### config.mk
export PLATFORM = sky130hd
export DESIGN_NAME = sbit_timer
export DESIGN_NICKNAME = d
export VERILOG_FILES = /design/src/rtl/sbit_pkg.sv /design/src/rtl/sbit_timer.sv
export VERILOG_INCLUDE_DIRS = /design/src /design/src/rtl
export SDC_FILE = /design/constraint.sdc
export NUM_CORES = 1
export LEC_CHECK = 0
export BUFFER_PORTS_ARGS = -buffer_cell sky130_fd_sc_hd__buf_4
export CAP_MARGIN = 20
export CORE_ASPECT_RATIO = 0.6
export CORE_UTILIZATION = 30
export CTS_CLUSTER_SIZE = 10
export DETAILED_ROUTE_END_ITERATION = 10
export PLACE_DENSITY_LB_ADDON = 0.05
export SKIP_LAST_GASP = 1
export SYNTH_ARGS = -nofsm -noshare
export SYNTH_HDL_FRONTEND = slang
export SYNTH_SLANG_ARGS = --single-unit
### constraint.sdc
create_clock -name mclk -period 3.4 [get_ports mclk]
set_input_delay 0.51 -clock mclk [delete_from_list [all_inputs] [get_ports mclk]]
set_output_delay 0.51 -clock mclk [all_outputs]
set_load 0.05 [all_outputs]
### src/rtl/sbit_defines.svh
// Register offsets, field positions, reset values and timing counts of the interval timer
`ifndef SBIT_DEFINES_SVH
`define SBIT_DEFINES_SVH
`define SBIT_OFF_CTRL   4'h0
`define SBIT_OFF_COUNT  4'h4
`define SBIT_OFF_PERIOD 4'h8
`define SBIT_B_RUN      15
`define SBIT_B_IDLE     13
`define SBIT_B_WBLK     12
`define SBIT_B_CWIP     11
`define SBIT_B_PWIP     10
`define SBIT_B_ECS_HI   9
`define SBIT_B_ECS_LO   8
`define SBIT_B_GATE     7
`define SBIT_B_PS_HI    5
`define SBIT_B_PS_LO    4
`define SBIT_B_SYNC     2
`define SBIT_B_TCS      1
`define SBIT_CTRL_RST   16'h0000
`define SBIT_COUNT_RST  16'h0000
`define SBIT_PERIOD_RST 16'hFFFF
`define SBIT_WIP_EDGES  2'h2
`define SBIT_RESP_OKAY  2'h0
`define SBIT_RESP_SLV   2'h2
`endif

### src/rtl/sbit_pkg.sv
// Types shared by the interval timer
package sbit_pkg;
  typedef enum logic [1:0] {
    SBIT_IDLE = 2'b01,
    SBIT_RESP = 2'b10
  } sbit_chan_e;
endpackage

### src/rtl/sbit_timer.sv
// Sixteen-bit interval timer with AXI4-Lite control and count/period registers
`include "sbit_defines.svh"

// Summary of operation
// One 16-bit counter, timer or event counter
// Four modes from source, sync, gate bits
// Prescaler 1, 8, 64, 256 by select
// Resync stage placed after the prescaler
// run_enable starts and stops counting
// idle_stop halts counting during Idle
// async_write_block drops writes while pending
// count_write_pending shows async count write
// period_write_pending shows async period write
// ext_clock_select picks the external source
// Gate bit ignored with external source
// ext_clock_sync ignored with internal clock
// clock_source_select picks external or internal
// Count writes ignored in running sync mode
// Unused control bits read zero
// Async counter keeps counting in Sleep
// Software uses sync mode for capture base
// Match period, wrap to zero, flag event
// Gated mode counts while gate high
module sbit_timer
  import sbit_pkg::*;
#(
  parameter int AW = 4
) (
  input  wire logic          mclk,
  input  wire logic          srst,
  input  wire logic          s_axi_awvalid,
  output logic               s_axi_awready,
  input  wire logic [AW-1:0] s_axi_awaddr,
  input  wire logic [2:0]    s_axi_awprot,
  input  wire logic          s_axi_wvalid,
  output logic               s_axi_wready,
  input  wire logic [31:0]   s_axi_wdata,
  input  wire logic [3:0]    s_axi_wstrb,
  output logic               s_axi_bvalid,
  input  wire logic          s_axi_bready,
  output logic [1:0]         s_axi_bresp,
  input  wire logic          s_axi_arvalid,
  output logic               s_axi_arready,
  input  wire logic [AW-1:0] s_axi_araddr,
  input  wire logic [2:0]    s_axi_arprot,
  output logic               s_axi_rvalid,
  input  wire logic          s_axi_rready,
  output logic [31:0]        s_axi_rdata,
  output logic [1:0]         s_axi_rresp,
  input  wire logic          extClkPin,
  input  wire logic          fastRcClk,
  input  wire logic          oscClk,
  input  wire logic          cycleClk,
  input  wire logic          idleMode,
  input  wire logic          sleepMode,
  output logic               periodEvent
);
  // The register decode looks at four address bits
  if (AW < 4) begin : g_aw_check
    $error("AW must be at least 4");
  end

  // ----------------------------------------------------------------
  // Register bus
  // ----------------------------------------------------------------
  sbit_chan_e   wSt_r, wSt_nxt, rSt_r, rSt_nxt;
  logic         awHave_r, awHave_nxt, wHave_r, wHave_nxt;
  logic [AW-1:0] awA_r, awA_nxt;
  logic [31:0]  wD_r, wD_nxt, rD_r, rD_nxt;
  logic [3:0]   wS_r, wS_nxt;
  logic [1:0]   bResp_r, bResp_nxt, rResp_r, rResp_nxt;
  logic         wrGo, ctrlWr, cntWr, perWr;
  logic [15:0]  ctrl_r, ctrl_nxt, wrVal, ctrlRd;

  assign s_axi_awready = (wSt_r == SBIT_IDLE) && !awHave_r;
  assign s_axi_wready  = (wSt_r == SBIT_IDLE) && !wHave_r;
  assign s_axi_bvalid  = (wSt_r == SBIT_RESP);
  assign s_axi_bresp   = bResp_r;
  assign s_axi_arready = (rSt_r == SBIT_IDLE);
  assign s_axi_rvalid  = (rSt_r == SBIT_RESP);
  assign s_axi_rdata   = rD_r;
  assign s_axi_rresp   = rResp_r;

  // Both halves of a write are held until the pair is complete
  assign wrGo   = (wSt_r == SBIT_IDLE) && awHave_r && wHave_r;
  // Lanes follow the strobe captured with the data, not the live bus
  assign wrVal  = {wS_r[1] ? wD_r[15:8] : 8'h00, wS_r[0] ? wD_r[7:0] : 8'h00};
  assign ctrlWr = wrGo && (awA_r[3:0] == `SBIT_OFF_CTRL);
  assign cntWr  = wrGo && (awA_r[3:0] == `SBIT_OFF_COUNT);
  assign perWr  = wrGo && (awA_r[3:0] == `SBIT_OFF_PERIOD);

  always_comb begin
    awHave_nxt = awHave_r;
    wHave_nxt  = wHave_r;
    awA_nxt    = awA_r;
    wD_nxt     = wD_r;
    wS_nxt     = wS_r;
    wSt_nxt    = wSt_r;
    bResp_nxt  = bResp_r;
    if (s_axi_awvalid && s_axi_awready) begin
      awHave_nxt = 1'b1;
      awA_nxt    = s_axi_awaddr;
    end
    if (s_axi_wvalid && s_axi_wready) begin
      wHave_nxt = 1'b1;
      wD_nxt    = s_axi_wdata;
      wS_nxt    = s_axi_wstrb;
    end
    case (wSt_r)
      SBIT_IDLE: begin
        if (wrGo) begin
          wSt_nxt    = SBIT_RESP;
          awHave_nxt = 1'b0;
          wHave_nxt  = 1'b0;
          bResp_nxt  = (ctrlWr || cntWr || perWr) ? `SBIT_RESP_OKAY : `SBIT_RESP_SLV;
        end
      end
      SBIT_RESP: begin
        if (s_axi_bready) wSt_nxt = SBIT_IDLE;
      end
      default: wSt_nxt = SBIT_IDLE;
    endcase
  end

  // ----------------------------------------------------------------
  // Control register
  // ----------------------------------------------------------------
  logic run, idleStop, wrBlock, gateEn, syncEn, extSel;
  logic [1:0] ecs, psSel;
  assign run      = ctrl_r[`SBIT_B_RUN];
  assign idleStop = ctrl_r[`SBIT_B_IDLE];
  assign wrBlock  = ctrl_r[`SBIT_B_WBLK];
  assign ecs      = ctrl_r[`SBIT_B_ECS_HI:`SBIT_B_ECS_LO];
  assign gateEn   = ctrl_r[`SBIT_B_GATE];
  assign psSel    = ctrl_r[`SBIT_B_PS_HI:`SBIT_B_PS_LO];
  assign syncEn   = ctrl_r[`SBIT_B_SYNC];
  assign extSel   = ctrl_r[`SBIT_B_TCS];

  always_comb begin
    ctrl_nxt = ctrl_r;
    if (ctrlWr) begin
      // Only implemented, writable bits are kept; pending flags live elsewhere
      ctrl_nxt = wrVal & 16'hB3B6;
    end
  end

  // ----------------------------------------------------------------
  // Clock path: source, gate, prescaler, resync
  // ----------------------------------------------------------------
  logic       srcLvl, srcPrev_r, srcEdge, tickRaw, halt, preTick, syncMode, asyncMode;
  logic       syncTick_r, syncTick_nxt, countTick;
  logic [7:0] preCnt_r, preCnt_nxt, preLim;

  always_comb begin
    case (ecs)
      2'h3:    srcLvl = fastRcClk;
      2'h2:    srcLvl = oscClk;
      2'h1:    srcLvl = cycleClk;
      default: srcLvl = extClkPin;
    endcase
  end
  assign srcEdge   = srcLvl && !srcPrev_r;
  assign syncMode  = extSel && syncEn;
  assign asyncMode = extSel && !syncEn;
  // The internal clock and the resync stage both stop in Sleep; async counting does not
  assign halt = !run || (idleMode && idleStop) || (sleepMode && !asyncMode);
  // Gate bit only matters on the internal clock
  assign tickRaw = !halt && (extSel ? srcEdge : (!gateEn || extClkPin));

  always_comb begin
    case (psSel)
      2'h3:    preLim = 8'hFF;
      2'h2:    preLim = 8'h3F;
      2'h1:    preLim = 8'h07;
      default: preLim = 8'h00;
    endcase
  end
  assign preTick = tickRaw && (preCnt_r >= preLim);

  always_comb begin
    preCnt_nxt = preCnt_r;
    if (!run) preCnt_nxt = 8'h00;
    else if (preTick) preCnt_nxt = 8'h00;
    else if (tickRaw) preCnt_nxt = preCnt_r + 8'h01;
    syncTick_nxt = preTick && syncMode;
  end
  assign countTick = syncMode ? (syncTick_r && !halt) : (preTick && !syncMode);

  // ----------------------------------------------------------------
  // Count, period and posted async writes
  // ----------------------------------------------------------------
  logic [15:0] count_r, count_nxt, period_r, period_nxt, cStage_r, cStage_nxt;
  logic [15:0] pStage_r, pStage_nxt;
  logic        cPend_r, cPend_nxt, pPend_r, pPend_nxt, cAcc, pAcc, cDone, pDone;
  logic [1:0]  cEdg_r, cEdg_nxt, pEdg_r, pEdg_nxt;
  logic        evt_nxt, blocked;

  // A posted write is done after enough edges of the asynchronous source
  assign blocked = wrBlock && (cPend_r || pPend_r);
  assign cAcc  = cntWr && !blocked && !(run && syncMode);
  assign pAcc  = perWr && !blocked;
  assign cDone = cPend_r && srcEdge && (cEdg_r == `SBIT_WIP_EDGES - 2'h1);
  assign pDone = pPend_r && srcEdge && (pEdg_r == `SBIT_WIP_EDGES - 2'h1);

  always_comb begin
    cPend_nxt  = cPend_r;
    pPend_nxt  = pPend_r;
    cEdg_nxt   = cEdg_r;
    pEdg_nxt   = pEdg_r;
    cStage_nxt = cStage_r;
    pStage_nxt = pStage_r;
    period_nxt = period_r;
    count_nxt  = count_r;
    evt_nxt    = 1'b0;
    if (cPend_r && srcEdge) cEdg_nxt = cEdg_r + 2'h1;
    if (pPend_r && srcEdge) pEdg_nxt = pEdg_r + 2'h1;
    if (countTick) begin
      if (count_r == period_r) begin
        count_nxt = 16'h0000;
        evt_nxt   = 1'b1;
      end else begin
        count_nxt = count_r + 16'h0001;
      end
    end
    if (cDone) begin
      count_nxt = cStage_r;
      cPend_nxt = 1'b0;
    end
    if (pDone) begin
      period_nxt = pStage_r;
      pPend_nxt  = 1'b0;
    end
    // A new write in the completing cycle restarts the pending flag unless async_write_block drops it
    if (cAcc && asyncMode) begin
      cPend_nxt  = 1'b1;
      cEdg_nxt   = 2'h0;
      cStage_nxt = wrVal;
    end else if (cAcc) begin
      count_nxt = wrVal;
    end
    if (pAcc && asyncMode) begin
      pPend_nxt  = 1'b1;
      pEdg_nxt   = 2'h0;
      pStage_nxt = wrVal;
    end else if (pAcc) begin
      period_nxt = wrVal;
    end
  end

  // ----------------------------------------------------------------
  // Read channel
  // ----------------------------------------------------------------
  assign ctrlRd = {ctrl_r[15:12], cPend_r, pPend_r, ctrl_r[9:0]};

  always_comb begin
    rSt_nxt   = rSt_r;
    rD_nxt    = rD_r;
    rResp_nxt = rResp_r;
    case (rSt_r)
      SBIT_IDLE: begin
        if (s_axi_arvalid) begin
          rSt_nxt   = SBIT_RESP;
          rResp_nxt = `SBIT_RESP_OKAY;
          case (s_axi_araddr[3:0])
            `SBIT_OFF_CTRL:   rD_nxt = {16'h0000, ctrlRd};
            `SBIT_OFF_COUNT:  rD_nxt = {16'h0000, count_r};
            `SBIT_OFF_PERIOD: rD_nxt = {16'h0000, period_r};
            default: begin
              rD_nxt    = 32'h0000_0000;
              rResp_nxt = `SBIT_RESP_SLV;
            end
          endcase
        end
      end
      SBIT_RESP: begin
        if (s_axi_rready) rSt_nxt = SBIT_IDLE;
      end
      default: rSt_nxt = SBIT_IDLE;
    endcase
  end

  always_ff @(posedge mclk) begin
    if (srst) begin
      wSt_r <= SBIT_IDLE;
      rSt_r <= SBIT_IDLE;
      awHave_r <= 1'b0;
      wHave_r <= 1'b0;
      awA_r <= '0;
      wD_r <= 32'h0000_0000;
      wS_r <= 4'h0;
      rD_r <= 32'h0000_0000;
      bResp_r <= `SBIT_RESP_OKAY;
      rResp_r <= `SBIT_RESP_OKAY;
      ctrl_r <= `SBIT_CTRL_RST;
      srcPrev_r <= 1'b0;
      preCnt_r <= 8'h00;
      syncTick_r <= 1'b0;
      count_r <= `SBIT_COUNT_RST;
      period_r <= `SBIT_PERIOD_RST;
      cStage_r <= 16'h0000;
      pStage_r <= 16'h0000;
      cPend_r <= 1'b0;
      pPend_r <= 1'b0;
      cEdg_r <= 2'h0;
      pEdg_r <= 2'h0;
      periodEvent <= 1'b0;
    end else begin
      wSt_r <= wSt_nxt;
      rSt_r <= rSt_nxt;
      awHave_r <= awHave_nxt;
      wHave_r <= wHave_nxt;
      awA_r <= awA_nxt;
      wD_r <= wD_nxt;
      wS_r <= wS_nxt;
      rD_r <= rD_nxt;
      bResp_r <= bResp_nxt;
      rResp_r <= rResp_nxt;
      ctrl_r <= ctrl_nxt;
      srcPrev_r <= srcLvl;
      preCnt_r <= preCnt_nxt;
      syncTick_r <= syncTick_nxt;
      count_r <= count_nxt;
      period_r <= period_nxt;
      cStage_r <= cStage_nxt;
      pStage_r <= pStage_nxt;
      cPend_r <= cPend_nxt;
      pPend_r <= pPend_nxt;
      cEdg_r <= cEdg_nxt;
      pEdg_r <= pEdg_nxt;
      periodEvent <= evt_nxt;
    end
  end
endmodule

==> summary.txt <==
STA
  – Hold WS: 0.313 ns
  – Period utilization: 0.764
  – Shortest clock period the worst path allows after layout: between 2 and 3 ns
  – Clock Skews: 0.0108 ns
  – Setup repair after global routing missed its margin: no
  – Endpoints failing setup: 0
  – Max Clk Rate: 385 MHz
  – Worst rel slew slack: 0.299
  – Worst setup margin: 0.801 ns
  – Transition time at the pin with the least slew margin: 1.05 ns
  – Setup TNS: 0 ns
  – Final count of hold timing violations: 0
  – Pins Over Slew Limit: 0

Drt
  – Number of nets with antenna violations after routing: 0
  – Routed vias/inst: ~5.2
  – Detailed-route DRC error count: 8
  – Average wire per cell in the routed design: 18.5 µm
  – TritonRoute pass-1 iters: 8
  – WL final: 21500 µm
  – Starting DRC count in detailed routing: 392
  – Vias after detailed routing: 6032

Layout
  – Share of post-route cells with drive strength above 1: 0.155
  – Most common library cell in the layout ignoring fill and taps: dfxtp_1
  – Final std cell area, no fill: 8000 µm²
  – Area Overhead vs Synth: 21.4%
  – Antenna diodes: 0
  – Top library cells by usage in the layout, fill and taps aside: dfxtp_1 (137), nand2_1 (114), nor2_1 (100)
  – # nets final: 944

Clocking
  – Number of levels in the clock H-tree: 4
  – Maximum clock path buffer count: 2
  – Post-CTS setup buffers: 0
  – Cell chosen for the clock root: clkbuf_16
  – Worst skew pair latency: 0.44 ns
  – Number of CTS-inserted buffers: 17
  – CTS tree: yes
  – Post-cts hold buffer count: 0
  – Post-CTS resize count: 0
  – Clock transition at the register clock pins on the worst setup and hold paths after CTS: 0.06 ns
  – # clock sinks: 137

Setup path
  – Reg-to-Reg End: count_r[8]
  – Data required time at the worst endpoint: 3.76 ns
  – Type of origin of the critical path: register
  – Critical R2R Launch: ctrl_r[5]
  – Type of element capturing the critical path: register
  – R2R Setup Slk: 0.80 ns
  – Critical path start-end classification: register to register
  – Count of cells along the worst register-to-register path: 9
  – Critical path arrival: between 2 and 3 ns
  – Maximum fanout along the worst path: 10

Global route
  – Via count of the first global-routing pass: 5499
  – Wire length of the first global-routing pass: 33300 µm
  – Antenna violations before repair: 0
  – Total gr overflow: 0
  – Maximum number of pins on one net before global-route repair: just over 70
  – Overall track demand over capacity in global routing: 0.197

Min path
  – Hold path startpoint: s_axi_awaddr[0]
  – Worst min-delay path class: input port to register
  – Destination of the worst hold path: awA_r[0]
  – Number of instances on the worst hold path: 3

Synth
  – Largest family of logic cells by synthesized area: simple AND/OR/NAND/NOR gates
  – Area share of and/or/nand/nor cells after synthesis: 0.243
  – YS warnings: 0
  – Synthesized cell area: 6590 µm²
  – Multiplexer share of the synthesized area: 0.0296
  – Asr flop ratio synth: 0
  – Post-synthesis adder-cell area fraction: 0.0209
  – Number of instances in the synthesized netlist: 827
  – Xor-xnor portion of the synthesized cell area: 0.0479
  – FF+latch count, synth: 137
  – Leading register cell type out of synthesis: dfxtp_1
  – Sequential fraction of the synthesis area: 0.416
  – Mean area per synthesized cell: 7.97 µm²
  – Netlist cell types: 51
  – Synthesized-area fraction occupied by ao, oa, aoi and oai cells: 0.179
  – Number of flops mapped to enable cells by yosys: 0

Power
  – P_leak: 3.12 nW
  – Power per standard cell area: about 550 nW/µm²
  – Switching Share: 0.247
  – Reported net switching power: 1.08 mW
  – Fraction of power consumed by sequential logic: 0.391
  – Internal power: 3.29 mW
  – Relative contribution of combinational cells to total power: 0.093
  – Max rail drop VDD: 360 µV
  – Share of power burned in the clock network: 0.516

Die
  – I/O pin count: ~110
  – Placeable core region: 21300 µm²
  – Die X-Extent: 193 µm
  – Site Rows: 41
  – Height of the chip: 117 µm
  – Initial Utilization: 0.309
  – DIE AREA: about 23000 µm²

Placed design
  – Post-DP HPWL: 15900 µm
  – Area of placed instances: 7280 µm²
  – RePlAce Congestion: 0.935
  – # port buffers: 62
  – Placement Setup Slack: about 0.48 ns

Run status
  – Outcome: finished, violations left
  – Failing checks: DRC

Run
  – Maxcap violations: 0
flip-flops by register name (all words and copies together) (netlist names), 2 cells and up:
name         cells
cStage_r        16
period_r        16
count_r         16
awA_r            4
wS_r             2
pStage_r        16
ctrl_r          10
pEdg_r           2
s_axi_rdata     16
wSt_r            2
rSt_r            2
wD_r            16
preCnt_r         8
cEdg_r           2
worst max-delay path, cell delays in order (launching register included):
cell      delay [ns]
dfxtp_1         0.42
nand2_1         0.11
ha_1            0.29
and3_1          0.20
a221oi_1        0.27
o21ai_1         0.15
o21ai_2         0.43
o211ai_1        0.24
buf_4           0.23
o22ai_1         0.16
worst max-delay path by stage:
| stage | slack (ns) | cells past startpoint | end | startpoint |
|---|---|---|---|---|
| after global placement | 0.46 | 7 | count_r[11] | extClkPin |
| after detailed placement | 0.48 | 7 | count_r[10] | extClkPin |
| after CTS | 0.56 | 8 | count_r[8] | ctrl_r[5] |
| after global routing | 0.59 | 10 | count_r[15] | ctrl_r[5] |
| after floorplan | 1.25 | 7 | wD_r[10] | wSt_r[1] |
| final | 0.80 | 9 | count_r[8] | ctrl_r[5] |
per-stage QoR:
step	util	std cells	power [mW]
2_1_floorplan	-	844	2.02
3_3_place_gp	0.342	1129	2.15
3_5_place_dp	0.342	1129	2.15
4_1_cts	0.375	1161	4.42
5_1_grt	0.376	1162	4.53
6_report	0.376	1162	4.37
routing by layer:
metal  track usage  vias to the layer above  share of wire
met5             0                        -              0
met4        0.0587                        0          0.011
met3        0.0501                       20          0.060
met2         0.270                      161           0.39
met1         0.298                     2885           0.54
li1              -                     2966              -
power by group through the flow:
stage / logic (mW) / clock network (mW) / registers, mW
final: 0.408 / 2.25 / 1.71
after global routing: 0.440 / 2.37 / 1.71
after CTS: 0.410 / 2.30 / 1.71
after detailed placement: 0.409 / 0 / 1.74
after global placement: 0.405 / 0 / 1.74
after floorplan: 0.242 / 0 / 1.78
cells by family (layout without fill, tap and decap cells):
family | Yosys count | in the layout
AO/OA/AOI/OAI | 189 | 189
buffers and inverters | 89 | 128
adder cells (fa/ha/maj) | 11 | 11
other | 1 | 18
XOR/XNOR | 36 | 36
multiplexers | 17 | 17
flip-flops | 137 | 137
AND/OR/NAND/NOR | 347 | 347
cell usage after synthesis (2+ instances only):
cell	instances	area, µm²
a211oi_1	5	37.5
a21o_1	2	15.0
a21oi_1	89	445
a221oi_1	16	140
a311oi_1	5	43.8
a31oi_1	11	68.8
a32oi_1	4	35.0
and2_1	10	62.6
and3_1	31	194
and4b_1	2	20.0
buf_2	6	30.0
buf_4	19	143
clkbuf_1	53	199
dfxtp_1	137	2740
ha_1	11	138
inv_1	10	37.5
mux2_2	10	113
mux2i_1	6	60.1
nand2_1	114	428
nand2b_1	5	31.3
nand3_1	29	145
nand4_1	10	62.6
nor2_1	100	375
nor2b_1	6	37.5
nor3_1	24	120
nor3b_1	4	30.0
o2111ai_1	11	96.3
o211ai_1	2	15.0
o21a_1	2	15.0
o21ai_0	20	100
o21ai_1	5	25.0
o22ai_1	11	68.8
or3_1	5	31.3
xnor2_1	17	149
xor2_1	19	166
cell type report:
cell class / instances / area, µm²
clock inverter: 12 / 241
inverter: 10 / 37.5
fill: 2266 / 13300
timing repair buffer: 86 / 658
tap: 279 / 349
sequential: 137 / 2740
clock buffer: 20 / 467
multi-input combinational: 618 / 3500
Power figures use the tool's default switching activity.
